**src/verilog/sbf_pkg.sv**
```systemverilog
// Shared constants and types for the buffered serial flags and data path
package sbf_pkg;
  localparam logic [2:0] ADR_CTRLA   = 3'h0;
  localparam logic [2:0] ADR_CTRLB   = 3'h1;
  localparam logic [2:0] ADR_INTCTRL = 3'h2;
  localparam logic [2:0] ADR_FLAGS   = 3'h3;
  localparam logic [2:0] ADR_DATA    = 3'h4;
  localparam int CA_ENABLE = 0;
  localparam int CA_MASTER = 5;
  localparam int CB_SSD    = 2;
  localparam int CB_BUFFERED_MODE_ENABLE  = 7;
  localparam int FL_OVF    = 0;
  localparam int FL_SS     = 4;
  localparam int FL_DRE    = 5;
  localparam int FL_TXC    = 6;
  localparam int FL_RXC    = 7;
  localparam int IE_LEGACY = 0;
  localparam logic [7:0] BYTE_RST   = 8'h00;
  localparam logic [3:0] BITS_LAST  = 4'h7;
  localparam logic [3:0] BITS_DONE  = 4'h8;
  // Serial clock is the system clock divided by four
  localparam int SCK_DIV = 4;
  localparam logic [1:0] SCK_HALF_LAST = 2'(SCK_DIV / 2 - 1);
  typedef struct packed {
    logic sck;
    logic sdi;
    logic ss_n;
  } sbf_pins_t;
endpackage : sbf_pkg

```
**src/verilog/sbf_top.sv**
```systemverilog
// Serial unit flags, transmit buffer, double receive buffer and registers
//
// Chosen here: the plain strobed port.
`timescale 1ns/1ps
module sbf_top
  import sbf_pkg::*;
(
  input  wire logic       SYS_CLK,
  input  wire logic       NRST,
  input  wire logic [2:0] ADDR,
  input  wire logic [7:0] WDATA,
  input  wire logic       WR,
  input  wire logic       RD,
  output logic [7:0]      RDATA,
  output logic            IRQ,
  input  wire logic       SCK_IN,
  output logic            SCK_OUT,
  output logic            SCK_OE,
  input  wire logic       SDI,
  output logic            SDO,
  output logic            SDO_OE,
  input  wire logic       SS_N_IN
);
  sbf_pins_t  pins_raw;
  sbf_pins_t  pins_s;
  logic       enable_reg;
  logic       master_reg;
  logic       buffered_mode_enable_reg;
  logic       ssd_reg;
  logic [7:0] intctrl_reg;
  logic [7:0] txbuf_reg;
  logic       txfull_reg;
  logic       dre_reg;
  logic       txc_reg;
  logic       write_collision_flag_reg;
  logic       wc_arm_reg;
  logic       if_reg;
  logic       if_arm_reg;
  logic       select_trigger_flag_reg;
  logic       ovf_reg;
  logic       ovf_pend_reg;
  logic [7:0] rx1_reg;
  logic [7:0] rx2_reg;
  logic       rx1v_reg;
  logic       rx2v_reg;
  logic [7:0] rx1_next;
  logic [7:0] rx2_next;
  logic       rx1v_next;
  logic       rx2v_next;
  logic       ovf_hit;
  logic [7:0] flag_view;
  logic [7:0] rdata_next;
  logic       dat_wr;
  logic       dat_rd;
  logic       flg_wr;
  logic       flg_rd;
  logic       busy;
  logic       start;
  logic       done;
  logic [7:0] rx_byte;
  logic       ss_act;
  logic       ss_fault;
  logic       load_direct;
  logic       load_buf;
  logic       sck_drv;
  logic       sdo_drv;

  assign pins_raw = '{sck: SCK_IN, sdi: SDI, ss_n: SS_N_IN};
  assign dat_wr = WR && ADDR == ADR_DATA;
  assign dat_rd = RD && ADDR == ADR_DATA;
  assign flg_wr = WR && ADDR == ADR_FLAGS;
  assign flg_rd = RD && ADDR == ADR_FLAGS;
  assign ss_act = enable_reg && !master_reg && !pins_s.ss_n;
  assign ss_fault = enable_reg && master_reg && !ssd_reg && !pins_s.ss_n;
  assign load_direct = enable_reg && !buffered_mode_enable_reg && dat_wr && !busy;
  assign load_buf = enable_reg && buffered_mode_enable_reg && txfull_reg && !busy;

  sbf_sync u_sync (
    .clk   (SYS_CLK),
    .rst_n (NRST),
    .d     (pins_raw),
    .q     (pins_s)
  );

  sbf_shifter u_shift (
    .clk       (SYS_CLK),
    .rst_n     (NRST),
    .master    (master_reg),
    .go        (load_direct || load_buf),
    .din       (buffered_mode_enable_reg ? txbuf_reg : WDATA),
    .ss_act    (ss_act),
    .sck_s     (pins_s.sck),
    .sdi_s     (pins_s.sdi),
    .sck_reg   (sck_drv),
    .sdo_reg   (sdo_drv),
    .busy      (busy),
    .start_reg (start),
    .done_reg  (done),
    .sh_reg    (rx_byte)
  );

  // Control registers; a select fault overrides a master write
  always_ff @(posedge SYS_CLK or negedge NRST) begin
    if (!NRST) begin
      enable_reg <= 1'b0;
      master_reg <= 1'b0;
      buffered_mode_enable_reg <= 1'b0;
      ssd_reg <= 1'b0;
      intctrl_reg <= BYTE_RST;
    end else begin
      if (WR && ADDR == ADR_CTRLA) begin
        enable_reg <= WDATA[CA_ENABLE];
        master_reg <= WDATA[CA_MASTER];
      end
      if (ss_fault) master_reg <= 1'b0;
      if (WR && ADDR == ADR_CTRLB) begin
        buffered_mode_enable_reg <= WDATA[CB_BUFFERED_MODE_ENABLE];
        ssd_reg <= WDATA[CB_SSD];
      end
      if (WR && ADDR == ADR_INTCTRL) intctrl_reg <= WDATA;
    end
  end

  // Transmit buffer; a write in the load cycle refills it
  always_ff @(posedge SYS_CLK or negedge NRST) begin
    if (!NRST) begin
      txbuf_reg <= BYTE_RST;
      txfull_reg <= 1'b0;
      dre_reg <= 1'b0;
    end else if (dat_wr && buffered_mode_enable_reg) begin
      txbuf_reg <= WDATA;
      txfull_reg <= 1'b1;
      dre_reg <= 1'b0;
    end else if (load_buf) begin
      txfull_reg <= 1'b0;
      dre_reg <= 1'b1;
    end
  end

  // Collision and legacy flags, cleared by flag read then data access
  always_ff @(posedge SYS_CLK or negedge NRST) begin
    if (!NRST) begin
      write_collision_flag_reg <= 1'b0;
      wc_arm_reg <= 1'b0;
      if_reg <= 1'b0;
      if_arm_reg <= 1'b0;
    end else begin
      if (flg_rd && write_collision_flag_reg) wc_arm_reg <= 1'b1;
      else if (dat_wr || dat_rd) wc_arm_reg <= 1'b0;
      if (dat_wr && busy) write_collision_flag_reg <= 1'b1;
      else if (wc_arm_reg && (dat_wr || dat_rd)) write_collision_flag_reg <= 1'b0;
      if (flg_rd && if_reg) if_arm_reg <= 1'b1;
      else if (dat_wr || dat_rd) if_arm_reg <= 1'b0;
      if ((done || ss_fault) && !buffered_mode_enable_reg) if_reg <= 1'b1;
      else if ((flg_wr && WDATA[FL_RXC]) || (if_arm_reg && (dat_wr || dat_rd))) if_reg <= 1'b0;
    end
  end

  // Buffered completion and select flags; set beats write-one clear
  always_ff @(posedge SYS_CLK or negedge NRST) begin
    if (!NRST) begin
      txc_reg <= 1'b0;
      select_trigger_flag_reg <= 1'b0;
    end else begin
      if (buffered_mode_enable_reg && done && !txfull_reg) txc_reg <= 1'b1;
      else if (flg_wr && WDATA[FL_TXC]) txc_reg <= 1'b0;
      if (buffered_mode_enable_reg && ss_fault) select_trigger_flag_reg <= 1'b1;
      else if (flg_wr && WDATA[FL_SS]) select_trigger_flag_reg <= 1'b0;
    end
  end

  // Receive stages: pop first, then place the new byte
  always_comb begin
    rx1_next = rx1_reg;
    rx2_next = rx2_reg;
    rx1v_next = rx1v_reg;
    rx2v_next = rx2v_reg;
    ovf_hit = 1'b0;
    if (dat_rd && buffered_mode_enable_reg) begin
      rx2_next = rx1_reg;
      rx2v_next = rx1v_reg;
      rx1v_next = 1'b0;
    end
    if (done && !buffered_mode_enable_reg) begin
      rx2_next = rx_byte;
    end else if (done) begin
      if (!rx2v_next) begin
        rx2_next = rx_byte;
        rx2v_next = 1'b1;
      end else if (!rx1v_next) begin
        rx1_next = rx_byte;
        rx1v_next = 1'b1;
      end else begin
        ovf_hit = 1'b1;
      end
    end
  end

  always_ff @(posedge SYS_CLK or negedge NRST) begin
    if (!NRST) begin
      rx1_reg <= BYTE_RST;
      rx2_reg <= BYTE_RST;
      rx1v_reg <= 1'b0;
      rx2v_reg <= 1'b0;
    end else begin
      rx1_reg <= rx1_next;
      rx2_reg <= rx2_next;
      rx1v_reg <= rx1v_next;
      rx2v_reg <= rx2v_next;
    end
  end

  // Overflow waits for the next start when nothing is queued to send
  always_ff @(posedge SYS_CLK or negedge NRST) begin
    if (!NRST) begin
      ovf_reg <= 1'b0;
      ovf_pend_reg <= 1'b0;
    end else begin
      if (ovf_hit && !txfull_reg) ovf_pend_reg <= 1'b1;
      else if (start) ovf_pend_reg <= 1'b0;
      if ((ovf_hit && txfull_reg) || (ovf_pend_reg && start)) ovf_reg <= 1'b1;
      else if (dat_rd) ovf_reg <= 1'b0;
    end
  end

  // Bit zero of a flag write is ignored
  always_comb begin
    flag_view = BYTE_RST;
    flag_view[FL_RXC] = buffered_mode_enable_reg ? rx2v_reg : if_reg;
    flag_view[FL_TXC] = buffered_mode_enable_reg ? txc_reg : write_collision_flag_reg;
    flag_view[FL_DRE] = buffered_mode_enable_reg && dre_reg;
    flag_view[FL_SS] = buffered_mode_enable_reg && select_trigger_flag_reg;
    flag_view[FL_OVF] = buffered_mode_enable_reg && ovf_reg;
    case (ADDR)
      ADR_CTRLA: begin
        rdata_next = BYTE_RST;
        rdata_next[CA_ENABLE] = enable_reg;
        rdata_next[CA_MASTER] = master_reg;
      end
      ADR_CTRLB: begin
        rdata_next = BYTE_RST;
        rdata_next[CB_BUFFERED_MODE_ENABLE] = buffered_mode_enable_reg;
        rdata_next[CB_SSD] = ssd_reg;
      end
      ADR_INTCTRL: rdata_next = intctrl_reg;
      ADR_FLAGS: rdata_next = flag_view;
      ADR_DATA: rdata_next = rx2_reg;
      default: rdata_next = BYTE_RST;
    endcase
  end

  // Level interrupt stays while any enabled flag except overflow stands; unbuffered, only the legacy flag counts
  always_ff @(posedge SYS_CLK or negedge NRST) begin
    if (!NRST) begin
      RDATA <= BYTE_RST;
      IRQ <= 1'b0;
      SCK_OE <= 1'b0;
      SDO_OE <= 1'b0;
    end else begin
      if (RD) RDATA <= rdata_next;
      IRQ <= buffered_mode_enable_reg ? |(flag_view[FL_RXC:FL_SS] & intctrl_reg[FL_RXC:FL_SS])
                       : (if_reg && intctrl_reg[IE_LEGACY]);
      SCK_OE <= enable_reg && master_reg;
      SDO_OE <= enable_reg && (master_reg || ss_act);
    end
  end

  assign SCK_OUT = sck_drv;
  assign SDO = sdo_drv;
endmodule : sbf_top

```
**src/verilog/sbf_sync.sv**
```systemverilog
// Two-stage synchroniser for pin inputs
`timescale 1ns/1ps
module sbf_sync
  import sbf_pkg::*;
(
  input  wire logic      clk,
  input  wire logic      rst_n,
  input  wire sbf_pins_t d,
  output sbf_pins_t      q
);
  sbf_pins_t meta_reg;

  // Idle pin levels: clock low, select high
  always_ff @(posedge clk or negedge rst_n) begin
    if (!rst_n) begin
      meta_reg <= '{sck: 1'b0, sdi: 1'b0, ss_n: 1'b1};
      q        <= '{sck: 1'b0, sdi: 1'b0, ss_n: 1'b1};
    end else begin
      meta_reg <= d;
      q        <= meta_reg;
    end
  end
endmodule : sbf_sync

```
**src/verilog/sbf_shifter.sv**
```systemverilog
// Byte shift engine, master and slave, line sampled at leading edge, MSB first
`timescale 1ns/1ps
module sbf_shifter
  import sbf_pkg::*;
(
  input  wire logic       clk,
  input  wire logic       rst_n,
  input  wire logic       master,
  input  wire logic       go,
  input  wire logic [7:0] din,
  input  wire logic       ss_act,
  input  wire logic       sck_s,
  input  wire logic       sdi_s,
  output logic            sck_reg,
  output logic            sdo_reg,
  output logic            busy,
  output logic            start_reg,
  output logic            done_reg,
  output logic [7:0]      sh_reg
);
  logic [3:0] cnt_reg;
  logic [1:0] div_reg;
  logic       busy_reg;
  logic       sck_q_reg;
  logic       act_q_reg;
  logic       tick;

  assign tick = div_reg == SCK_HALF_LAST;
  assign busy = master ? busy_reg : (cnt_reg != 4'h0);

  // Divider enable pulse paces the master clock
  always_ff @(posedge clk or negedge rst_n) begin
    if (!rst_n) div_reg <= 2'h0;
    else if (!busy_reg || tick) div_reg <= 2'h0;
    else div_reg <= div_reg + 2'h1;
  end

  always_ff @(posedge clk or negedge rst_n) begin
    if (!rst_n) begin
      sh_reg <= BYTE_RST;
      cnt_reg <= 4'h0;
      busy_reg <= 1'b0;
      sck_reg <= 1'b0;
      sdo_reg <= 1'b0;
      sck_q_reg <= 1'b0;
      act_q_reg <= 1'b0;
      start_reg <= 1'b0;
      done_reg <= 1'b0;
    end else begin
      done_reg <= 1'b0;
      start_reg <= 1'b0;
      sck_q_reg <= sck_s;
      act_q_reg <= ss_act;
      if (go && !busy) begin
        sh_reg <= din;
        sdo_reg <= din[7];
        cnt_reg <= 4'h0;
        start_reg <= master;
        busy_reg <= master;
        sck_reg <= 1'b0;
      end else if (master && busy_reg && tick) begin
        if (!sck_reg) begin
          sck_reg <= 1'b1;
          cnt_reg <= cnt_reg + 4'h1;
        end else begin
          // Shift at the fall: sync delay makes this the line level at the rise
          sck_reg <= 1'b0;
          sh_reg <= {sh_reg[6:0], sdi_s};
          if (cnt_reg == BITS_DONE) begin
            busy_reg <= 1'b0;
            done_reg <= 1'b1;
          end else begin
            sdo_reg <= sh_reg[6];
          end
        end
      end else if (!master) begin
        // Losing master mid-byte abandons that byte
        busy_reg <= 1'b0;
        sck_reg <= 1'b0;
        if (ss_act && !act_q_reg) start_reg <= 1'b1;
        if (!ss_act) begin
          cnt_reg <= 4'h0;
        end else if (sck_s && !sck_q_reg) begin
          sh_reg <= {sh_reg[6:0], sdi_s};
          if (cnt_reg == BITS_LAST) begin
            cnt_reg <= 4'h0;
            done_reg <= 1'b1;
          end else begin
            cnt_reg <= cnt_reg + 4'h1;
          end
        end else if (!sck_s && sck_q_reg) begin
          sdo_reg <= sh_reg[7];
        end
      end
    end
  end
endmodule : sbf_shifter

```
**config.mk**
```make
export PLATFORM = sky130hd
export DESIGN_NAME = sbf_top
export DESIGN_NICKNAME = d
export VERILOG_FILES = /design/src/verilog/sbf_pkg.sv /design/src/verilog/sbf_top.sv /design/src/verilog/sbf_sync.sv /design/src/verilog/sbf_shifter.sv
export SDC_FILE = /design/constraint.sdc
export NUM_CORES = 1
export LEC_CHECK = 0
export ABC_AREA = 0
export ABC_CLOCK_PERIOD_IN_PS = 4100
export BUFFER_PORTS_ARGS = -buffer_cell sky130_fd_sc_hd__buf_2
export CAP_MARGIN = 20
export CORE_MARGIN = 10
export CORE_UTILIZATION = 45
export DETAILED_ROUTE_END_ITERATION = 8
export PLACE_DENSITY = 0.63
export SLEW_MARGIN = 10
export SYNTH_ARGS = -nofsm -noshare
export SYNTH_HDL_FRONTEND = slang
export SYNTH_SLANG_ARGS = --single-unit
```
**constraint.sdc**
```tcl
create_clock -name SYS_CLK -period 4.1 [get_ports SYS_CLK]
set_input_delay 0.41 -clock SYS_CLK [delete_from_list [all_inputs] [get_ports SYS_CLK]]
set_output_delay 0.41 -clock SYS_CLK [all_outputs]
set_load 0.005 [all_outputs]
```
==> results of run 1 <==
-- worst max-delay path, stage by stage (launching register included) --
cell and delay [ps]:
dfrtp_1 400, inv_1 90, ha_1 200, or4b_1 480, o21ai_2 160, and3_4 420, o22a_2 350, mux2_2 360
-- cells in the final DEF, fill, tap and decap left out, types with 2 or more instances in the layout --
cell	netlist	final
a211o_1	2	2
a21oi_1	14	14
a22o_1	2	2
a22oi_1	9	9
a2bb2oi_1	3	3
a32o_1	2	2
and3_1	2	2
buf_2	4	29
buf_4	0	2
bufinv_16	0	2
clkbuf_1	5	2
clkbuf_8	0	9
clkinv_2	1	2
dfrtp_1	84	84
dfstp_2	2	2
ha_1	3	3
inv_1	17	17
mux2_2	55	55
mux2i_1	18	18
nand2_1	20	20
nand2b_1	4	4
nand3_1	8	8
nand3b_1	2	2
nand4b_1	2	2
nor2_1	17	17
nor2b_1	4	4
nor3_1	4	4
nor4b_1	2	2
o21ai_0	11	11
o21ai_2	3	3
o22ai_1	7	7
or2_2	2	2
-- metrics by stage --
step	util [%]	power [W]
final	51.2	0.00222
after CTS	50.7	0.00223
after detailed placement	48.4	0.00160
after global routing	51.2	0.00234
after global placement	48.4	0.00158
after floorplan	-	0.00145
-- synthesized netlist by cell type (2+ instances only) --
master and instances:
dfrtp_1 84, mux2_2 55, nand2_1 20, mux2i_1 18, inv_1 17, nor2_1 17, a21oi_1 14, o21ai_0 11
a22oi_1 9, nand3_1 8, o22ai_1 7, clkbuf_1 5, buf_2 4, nand2b_1 4, nor2b_1 4, nor3_1 4
a2bb2oi_1 3, ha_1 3, o21ai_2 3, a211o_1 2, a22o_1 2, a32o_1 2, and3_1 2, buf_1 2
buf_12 2, buf_6 2, dfstp_2 2, nand3b_1 2, nand4b_1 2, nor4b_1 2, or2_2 2
-- per-layer routing --
metal | track usage (%) | up-vias | part of all wire [%]
met5 | 0 | - | 0
met1 | 17.8 | 1328 | 47
li1 | - | 1280 | -
met2 | 20.0 | 69 | 45
met4 | 7.59 | 0 | 3.4
met3 | 2.45 | 19 | 4.6
-- report_power, final --
group / internal [W] / switching, W
Sequential: 0.000996 / 0.000132
Clock: 0.000340 / 0.000295
Combinational: 0.000226 / 0.000229
-- timing repair --
action,4_1_cts,5_1_grt
setup endpoints to repair,0,0
endpoints found under the hold margin,0,21
hold buffers,0,1
-- cell families (layout without fill, tap and decap cells) --
| family | Yosys count | count (layout) | share of synthesized area, % |
|---|---|---|---|
| mux | 73 | 73 | 19.7 |
| compound gates | 65 | 65 | 11.0 |
| buf+inv | 33 | 66 | 4.38 |
| flops | 86 | 86 | 53.1 |
| simple gates | 79 | 79 | 10.8 |
| fa+ha+maj | 3 | 3 | 0.925 |
-- final timing paths --
kind                               startpoint  depth (start not counted)                  to
max                        u_shift.cnt_reg[0]                          7   u_shift.sh_reg[6]
min                                   SS_N_IN                          1  u_sync.meta_reg[0]
max reg2reg                u_shift.cnt_reg[0]                          7   u_shift.sh_reg[6]
min reg2reg                u_sync.meta_reg[1]                          0         u_sync.q[1]
max in group asynchronous                NRST                          3         u_sync.q[0]
min in group asynchronous                NRST                          2    u_shift.busy_reg
-- cell type report --
cell class              instances  area, um^2
flip-flops and latches         86        2150
multi-input cells             220        1720
repair buffers                 33         198
clock buffers                  11         131
well taps                     108         135
fillers                       799        4280
clock inverters                 4        72.6
inverters                      18        68.8
==> flow_metrics.env, run 1 <==
export IMPL_yosys_area_top_type="dfrtp_1"
export IMPL_synth_cell_type_count=56
export IMPL_dieHeight_um=115
export IMPL_hold_viol_final=0
export IMPL_drt_iter0_markers=117
export IMPL_ff2ff_setup_slack_ps=1510
export IMPL_start_util_pct=46.3
export IMPL_hold_ws_ps=138
export IMPL_area_growth_pct=10.5
export IMPL_crit_fanout=20
export IMPL_grt_start_max_net_pins=87
export IMPL_worst_slew_pin_slew_ps=797
export IMPL_post_dp_hpwl_um=6170
export IMPL_p_leak_nw=2.06
export IMPL_powerDensity_mw_per_mm2=495
export IMPL_clock_skew_ps=13.1
export IMPL_fin_crit_ps=2590
export IMPL_drive_above_1_share_pct=31.2
export IMPL_timing_setup_tns_ps=0
export IMPL_setup_viol=0
export IMPL_pre_cts_slack_ps=1370
export IMPL_cts_root_buf="clkbuf_8"
export IMPL_status="complete, no violations"
export IMPL_via_per_inst=5.62
export IMPL_crit_arrival_ps=2830
export IMPL_gp_congestion=0.830
export IMPL_syn_inst=339
export IMPL_routed_wl_um=8690
export IMPL_clk_pin_slew_ps=90
export IMPL_port_buffers=30
export IMPL_grt_pass1_wl_um=14000
export IMPL_cts_resized_gates=0
export IMPL_max_freq_mhz=386
export IMPL_ir_drop_v=0.000189
export IMPL_h_tree_depth=3
export IMPL_grt_setup_unrepaired="no"
export IMPL_wl_per_cell_um=18.1
export IMPL_end_kind="register"
export IMPL_clock_path_buffers=2
export IMPL_cts_tree="yes"
export IMPL_hold_path_class="primary input to register"
export IMPL_maxSlewViolCount=0
export IMPL_vias=2696
export IMPL_fin_crit_sh_pct=63.2
export IMPL_numCtsBuffers=9
export IMPL_drt_pass1_iter_count=4
export IMPL_io_pins=31
export IMPL_synthTopCellsByArea="dfrtp_1, mux2_2, mux2i_1"
export IMPL_postCtsSetupBuffers=0
export IMPL_clkSinkCount=86
export IMPL_core_area_mm2=0.00876
export IMPL_antenna_left=0
export IMPL_grt_pass1_vias=2709
export IMPL_synth_area_mm2=0.00406
export IMPL_syn_avg_cell_area_um2=12.0
export IMPL_die_w_um=115
export IMPL_synth_top_area_share_pct=51.8
export IMPL_drc=0
export IMPL_nets=389
export IMPL_ys_ff_latch=86
export IMPL_synth_edf_count=0
export IMPL_post_place_cells=463
export IMPL_critical_path_class="register to register"
export IMPL_track_usage_pct=13.4
export IMPL_setup_ws_ps=1510
export IMPL_layoutNonFillerInstCount=480
export IMPL_crit_required_ps=4340
export IMPL_worstSetupStartpointType="register"
export IMPL_dpl_cell_area_mm2=0.00424
export IMPL_rows=34
export IMPL_grt_antenna_before_repair=0
export IMPL_max_slew_margin_pct=46.7
export IMPL_synth_ff_type="dfrtp_1"
export IMPL_diodes=0
export IMPL_synthArstFlopShare_pct=100
export IMPL_synth_seq_area_share_pct=53.1
export IMPL_max_cap_violations=0
export IMPL_insertion_delay_ps=360
export IMPL_gr_total_overflow=0
export IMPL_ys_warn_count=0
export IMPL_syn_nets=360
export IMPL_design_area_mm2=0.00448
export IMPL_die_area_mm2=0.0132
No activity file was read; power rests on OpenSTA's default activity.
==> run 2, diff against run 1 <==
--- a/config.mk
+++ b/config.mk
@@ -6,7 +6,7 @@
 export NUM_CORES = 1
 export LEC_CHECK = 0
 export ABC_AREA = 0
-export ABC_CLOCK_PERIOD_IN_PS = 4100
+export ABC_CLOCK_PERIOD_IN_PS = 2500
 export BUFFER_PORTS_ARGS = -buffer_cell sky130_fd_sc_hd__buf_2
 export CAP_MARGIN = 20
 export CORE_MARGIN = 10
==> constraint.sdc (replaced) <==
create_clock -name SYS_CLK -period 2.5 [get_ports SYS_CLK]
set_input_delay 0.25 -clock SYS_CLK [delete_from_list [all_inputs] [get_ports SYS_CLK]]
set_output_delay 0.25 -clock SYS_CLK [all_outputs]
set_load 0.005 [all_outputs]
==> run 2 against run 1 <==
  * Worst hold slack better by 8.9 ps
  * Setup slack lost 1300 ps
  * Non-clock buffer count grew 11
  * Clock power increased by 73%
==> flow_metrics.env, run 2 (synthesis results as in run 1) <==
export IMPL_ff2ff_setup_slack_ps=200
export IMPL_min_path_cells=2
export IMPL_gr_total_overflow=0
export IMPL_fin_crit_ps=2300
export IMPL_worstSetupStartpointType="register"
export IMPL_p_sw_w=0.00109
export IMPL_r2r_cells=7
export IMPL_crit_arrival_ps=2550
export IMPL_internal_power_w=0.00262
export IMPL_max_cap_violations=0
export IMPL_die_area_mm2=0.0132
export IMPL_clock_skew_ps=13.9
export IMPL_powerDensity_mw_per_mm2=806
export IMPL_drive_above_1_share_pct=32.8
export IMPL_io_pins=31
export IMPL_port_buffers=30
export IMPL_hold_path_class="primary input to register"
export IMPL_gp_congestion=0.815
export IMPL_numCtsBuffers=9
export IMPL_grt_antenna_before_repair=0
export IMPL_r2r_end="u_shift.sh_reg[1]"
export IMPL_clock_power_share_pct=29.6
export IMPL_fin_crit_sh_pct=92.1
export IMPL_post_dp_hpwl_um=6330
export IMPL_clkSinkCount=86
export IMPL_setup_viol=0
export IMPL_drt_iter0_markers=126
export IMPL_p_comb_share_pct=20.7
export IMPL_wl_per_cell_um=17.8
export IMPL_hp_start="WDATA[3]"
export IMPL_diodes=0
export IMPL_end_kind="register"
export IMPL_drt_pass1_iter_count=4
export IMPL_area_growth_pct=13.3
export IMPL_finish_utilization_pct=52.4
export IMPL_cts_tree="yes"
export IMPL_layout_common_cells="dfrtp_1, mux2_2, buf_2"
export IMPL_grt_pass1_vias=2725
export IMPL_dieHeight_um=115
export IMPL_max_freq_mhz=434
export IMPL_start_util_pct=46.3
export IMPL_hold_viol_final=0
export IMPL_grt_setup_unrepaired="no"
export IMPL_core_area_mm2=0.00876
export IMPL_timing_setup_tns_ps=0
export IMPL_ir_drop_v=0.000281
export IMPL_rows=34
export IMPL_cts_root_buf="clkbuf_8"
export IMPL_fillers=791
export IMPL_critical_path_class="register to register"
export IMPL_clk_pin_slew_ps=90
export IMPL_grt_pass1_wl_um=14400
export IMPL_maxSlewViolCount=0
export IMPL_vias=2708
export IMPL_via_per_inst=5.50
export IMPL_drc=0
export IMPL_p_leak_nw=2.13
export IMPL_routed_wl_um=8780
export IMPL_antenna_left=0
export IMPL_hold_path_end="txbuf_reg[3]"
export IMPL_clock_path_buffers=2
export IMPL_crit_top_cell="mux2_2"
export IMPL_p_seq_share_pct=49.7
export IMPL_worstReg2RegStart="u_shift.cnt_reg[0]"
export IMPL_track_usage_pct=13.8
export IMPL_die_w_um=115
export IMPL_h_tree_depth=3
export IMPL_final_common_cell="dfrtp_1"
export IMPL_max_slew_margin_pct=55.5
export IMPL_crit_fanout=10
export IMPL_cpMaxStageDelayCell="or4b_1"
export IMPL_grt_start_max_net_pins=51
export IMPL_nets=400
export IMPL_worst_slew_pin_slew_ps=666
export IMPL_power_switching_share_pct=29.3
export IMPL_crit_path_max_incr_delay_ps=460
export IMPL_cp_cell_sequence="inv_1 -> ha_1 -> or4b_1 -> o21ai_2 -> and3_4 -> mux2_2 -> mux2_2"
export IMPL_crit_required_ps=2750
export IMPL_status="complete, no violations"
export IMPL_insertion_delay_ps=360
## run 2: cell count changes in the layout (fill, tap and decap cells not counted)
cell,before,now
o22a_4,0,1
clkbuf_1,2,1
o22a_2,1,0
buf_16,1,0
buf_4,2,10
dlygate4sd3_1,1,4
buf_12,0,1
clkinv_4,0,2
clkbuf_8,9,10
clkinvlp_4,1,0
## run 2: worst max path at each step
stage                            start           endpoint  cells after the start
finish              u_shift.cnt_reg[0]  u_shift.sh_reg[1]                      7
global route        u_shift.cnt_reg[0]  u_shift.sh_reg[1]                      7
CTS                 u_shift.cnt_reg[0]  u_shift.sh_reg[7]                      7
detailed placement  u_shift.cnt_reg[0]  u_shift.sh_reg[0]                      7
global placement    u_shift.cnt_reg[0]  u_shift.sh_reg[0]                      7
floorplan           u_shift.cnt_reg[0]  u_shift.sh_reg[0]                      8
## run 2: cell type report
cell class	count	area [um^2]	share of cell area (%)
Timing Repair Buffer	44	280	6.10
Sequential cell	86	2150	46.9
Inverter	18	68.8	1.50
Tap cell	108	135	2.94
Clock inverter	5	82.6	1.80
Clock buffer	11	141	3.08
Multi-Input combinational cell	220	1730	37.7
## run 2: metal layers
layer / GRT usage, % / part of all wire [%]
met5: 0 / 0
met4: 5.36 / 1.7
met3: 3.75 / 5.1
met2: 20.2 / 45
met1: 18.9 / 48
## run 2: critical path, delay by kind of cell, from the launching register on
family / cells / cell delay, ps
and+or+nand+nor: 2 / 790
DFF: 1 / 400
muxes: 2 / 620
buffers and inverters: 1 / 80
AOI/OAI and AO/OA: 1 / 120
adders and majority gates: 1 / 190
## run 2: power groups by stage
stage	registers (W)	clock network, W	logic, W
4_1_cts	0.00184	0.00112	0.000773
3_3_place_gp	0.00186	0	0.000753
2_1_floorplan	0.00180	0	0.000587
6_report	0.00184	0.00110	0.000766
5_1_grt	0.00188	0.00117	0.000862
3_5_place_dp	0.00187	0	0.000764
## run 2: timing repair
item / 4_1_cts / 5_1_grt
endpoints found under the hold margin: 37 / 0
gates resized for setup: 0 / 1
setup buffers: 0 / 0
endpoints found under the setup margin: 0 / 6
hold buffers: 4 / 0
## run 2: per-stage QoR
step           hold WS, ps  total power [W]  cells  setup slack, ps  area [um^2]
2_1_floorplan        -45.6          0.00238    339              287         4060
3_3_place_gp           248          0.00261    472              208         4320
3_5_place_dp           252          0.00263    472              154         4320
4_1_cts                140          0.00373    492              135         4590
5_1_grt                151          0.00392    492             28.3         4590
6_report               147          0.00370    492              197         4590
==> run 3, diff against run 2 <==
--- a/config.mk
+++ b/config.mk
@@ -12,8 +12,9 @@
 export CORE_MARGIN = 10
 export CORE_UTILIZATION = 45
 export DETAILED_ROUTE_END_ITERATION = 8
+export GPL_TIMING_DRIVEN = 0
 export PLACE_DENSITY = 0.63
-export SLEW_MARGIN = 10
+export SLEW_MARGIN = 30
 export SYNTH_ARGS = -nofsm -noshare
 export SYNTH_HDL_FRONTEND = slang
 export SYNTH_SLANG_ARGS = --single-unit
==> run 3 against run 2 <==
  * Sequential share of layout area shrank 0.37 points
  * Register-to-register slack lost 70 ps
  * Cell count grew 0.81%
  * Clock-buffer cell count shrank 1
  * Routed wire length shrank 0.38%
==> flow_metrics.env, run 3 (synthesis results as in run 1) <==
export IMPL_grt_setup_unrepaired="no"
export IMPL_wl_per_cell_um=17.6
export IMPL_dieHeight_um=115
export IMPL_ir_drop_v=0.000295
export IMPL_worstSetupEndpoint="u_shift.sh_reg[0]"
export IMPL_nets=404
export IMPL_routed_wl_um=8750
export IMPL_insertion_delay_ps=350
export IMPL_ff2ff_setup_slack_ps=130
export IMPL_r2r_cells=8
export IMPL_gr_total_overflow=0
export IMPL_critPathLaunch="u_shift.cnt_reg[0]"
export IMPL_h_tree_depth=3
export IMPL_max_slew_margin_pct=57.5
export IMPL_layout_common_cells="dfrtp_1, mux2_2, buf_2"
export IMPL_critical_path_class="register to register"
export IMPL_maxSlewViolCount=0
export IMPL_die_w_um=115
export IMPL_p_leak_nw=2.12
export IMPL_worstReg2RegStart="u_shift.cnt_reg[0]"
export IMPL_core_area_mm2=0.00876
export IMPL_r2r_end="u_shift.sh_reg[0]"
export IMPL_diodes=0
export IMPL_crit_required_ps=2740
export IMPL_drive_above_1_share_pct=32.5
export IMPL_gp_congestion=0.879
export IMPL_finish_utilization_pct=52.8
export IMPL_timing_setup_tns_ps=0
export IMPL_grt_pass1_vias=2798
export IMPL_clock_skew_ps=10.8
export IMPL_design_area_mm2=0.00463
export IMPL_drt_iter0_markers=129
export IMPL_hold_path_class="primary input to register"
export IMPL_max_freq_mhz=422
export IMPL_numCtsBuffers=9
export IMPL_hold_ws_ps=151
export IMPL_rows=34
export IMPL_clock_path_buffers=2
export IMPL_crit_fanout=10
export IMPL_status="complete, no violations"
export IMPL_via_per_inst=5.58
export IMPL_vias=2766
export IMPL_hold_viol_final=0
export IMPL_end_kind="register"
export IMPL_worst_slew_pin_slew_ps=637
export IMPL_fillers=795
export IMPL_max_cap_violations=0
export IMPL_area_growth_pct=14.2
export IMPL_clk_pin_slew_ps=90
export IMPL_clkSinkCount=86
export IMPL_grt_start_max_net_pins=67
export IMPL_worstSetupStartpointType="register"
export IMPL_post_dp_hpwl_um=6300
export IMPL_cts_root_buf="clkbuf_8"
export IMPL_dpl_cell_area_mm2=0.00437
export IMPL_drc=0
export IMPL_grt_antenna_before_repair=0
export IMPL_drt_pass1_iter_count=4
export IMPL_antenna_left=0
export IMPL_die_area_mm2=0.0132
export IMPL_powerDensity_mw_per_mm2=790
export IMPL_grt_pass1_wl_um=14600
export IMPL_port_buffers=28
export IMPL_start_util_pct=46.3
export IMPL_fin_crit_ps=2370
export IMPL_final_common_cell="dfrtp_1"
export IMPL_cts_tree="yes"
export IMPL_setup_viol=0
export IMPL_min_path_cells=2
export IMPL_track_usage_pct=13.7
export IMPL_crit_arrival_ps=2610
export IMPL_fin_crit_sh_pct=94.8
export IMPL_design_power_total_w=0.00366
export IMPL_io_pins=31
==> run 3: critical path, cell delays in order (launching register included) <==
cell and delay (ps):
dfrtp_1 400, inv_1 90, ha_1 190, or4b_4 490, o21ai_4 120, and3_4 240
buf_12 140, mux2_2 330, mux2_2 260
==> run 3: worst min path at each step <==
stage | from | end | slack (ps)
3_5_place_dp | NRST | write_collision_flag_reg | 110
3_3_place_gp | u_sync.meta_reg[2] | u_sync.q[2] | 330
2_1_floorplan | NRST | IRQ | -50
4_1_cts | WDATA[3] | intctrl_reg[3] | 140
5_1_grt | WDATA[3] | txbuf_reg[3] | 150
6_report | WDATA[3] | intctrl_reg[3] | 150
==> run 3: repair_timing <==
action,4_1_cts,5_1_grt
gates resized for setup,0,3
setup buffers,0,0
hold buffers,4,0
setup endpoints to repair,0,12
endpoints found under the hold margin,23,0
==> run 3: final cells by class <==
| class | instances | area, um^2 | share of cell area [%] |
|---|---|---|---|
| sequential | 86 | 2150 | 46.5 |
| inverter | 18 | 68.8 | 1.49 |
| timing repair buffer | 33 | 214 | 4.62 |
| buffer | 15 | 109 | 2.35 |
| multi-input combinational | 220 | 1740 | 37.6 |
| tap | 108 | 135 | 2.92 |
| clock inverter | 6 | 71.3 | 1.54 |
| clock buffer | 10 | 138 | 2.97 |
==> run 3: routing by layer <==
metal | track usage, % | wire (um) | share of wire (%)
met5 | 0 | 0 | 0
met4 | 4.70 | 106 | 1.2
met3 | 2.76 | 431 | 4.9
met2 | 20.7 | 3920 | 45
met1 | 19.2 | 4280 | 49
==> run 3: power breakdown <==
part | switching (W) | leakage [nW] | internal [W]
combinational | 0.000398 | 0.911 | 0.000423
clock | 0.000512 | 0.0987 | 0.000494
sequential | 0.000198 | 1.11 | 0.00163
total | 0.00111 | 2.12 | 0.00255
==> run 3: metrics by stage <==
step	std cells	setup slack, ps
5_1_grt	496	5.52
3_5_place_dp	476	122
2_1_floorplan	339	287
6_report	496	129
4_1_cts	496	101
3_3_place_gp	475	115
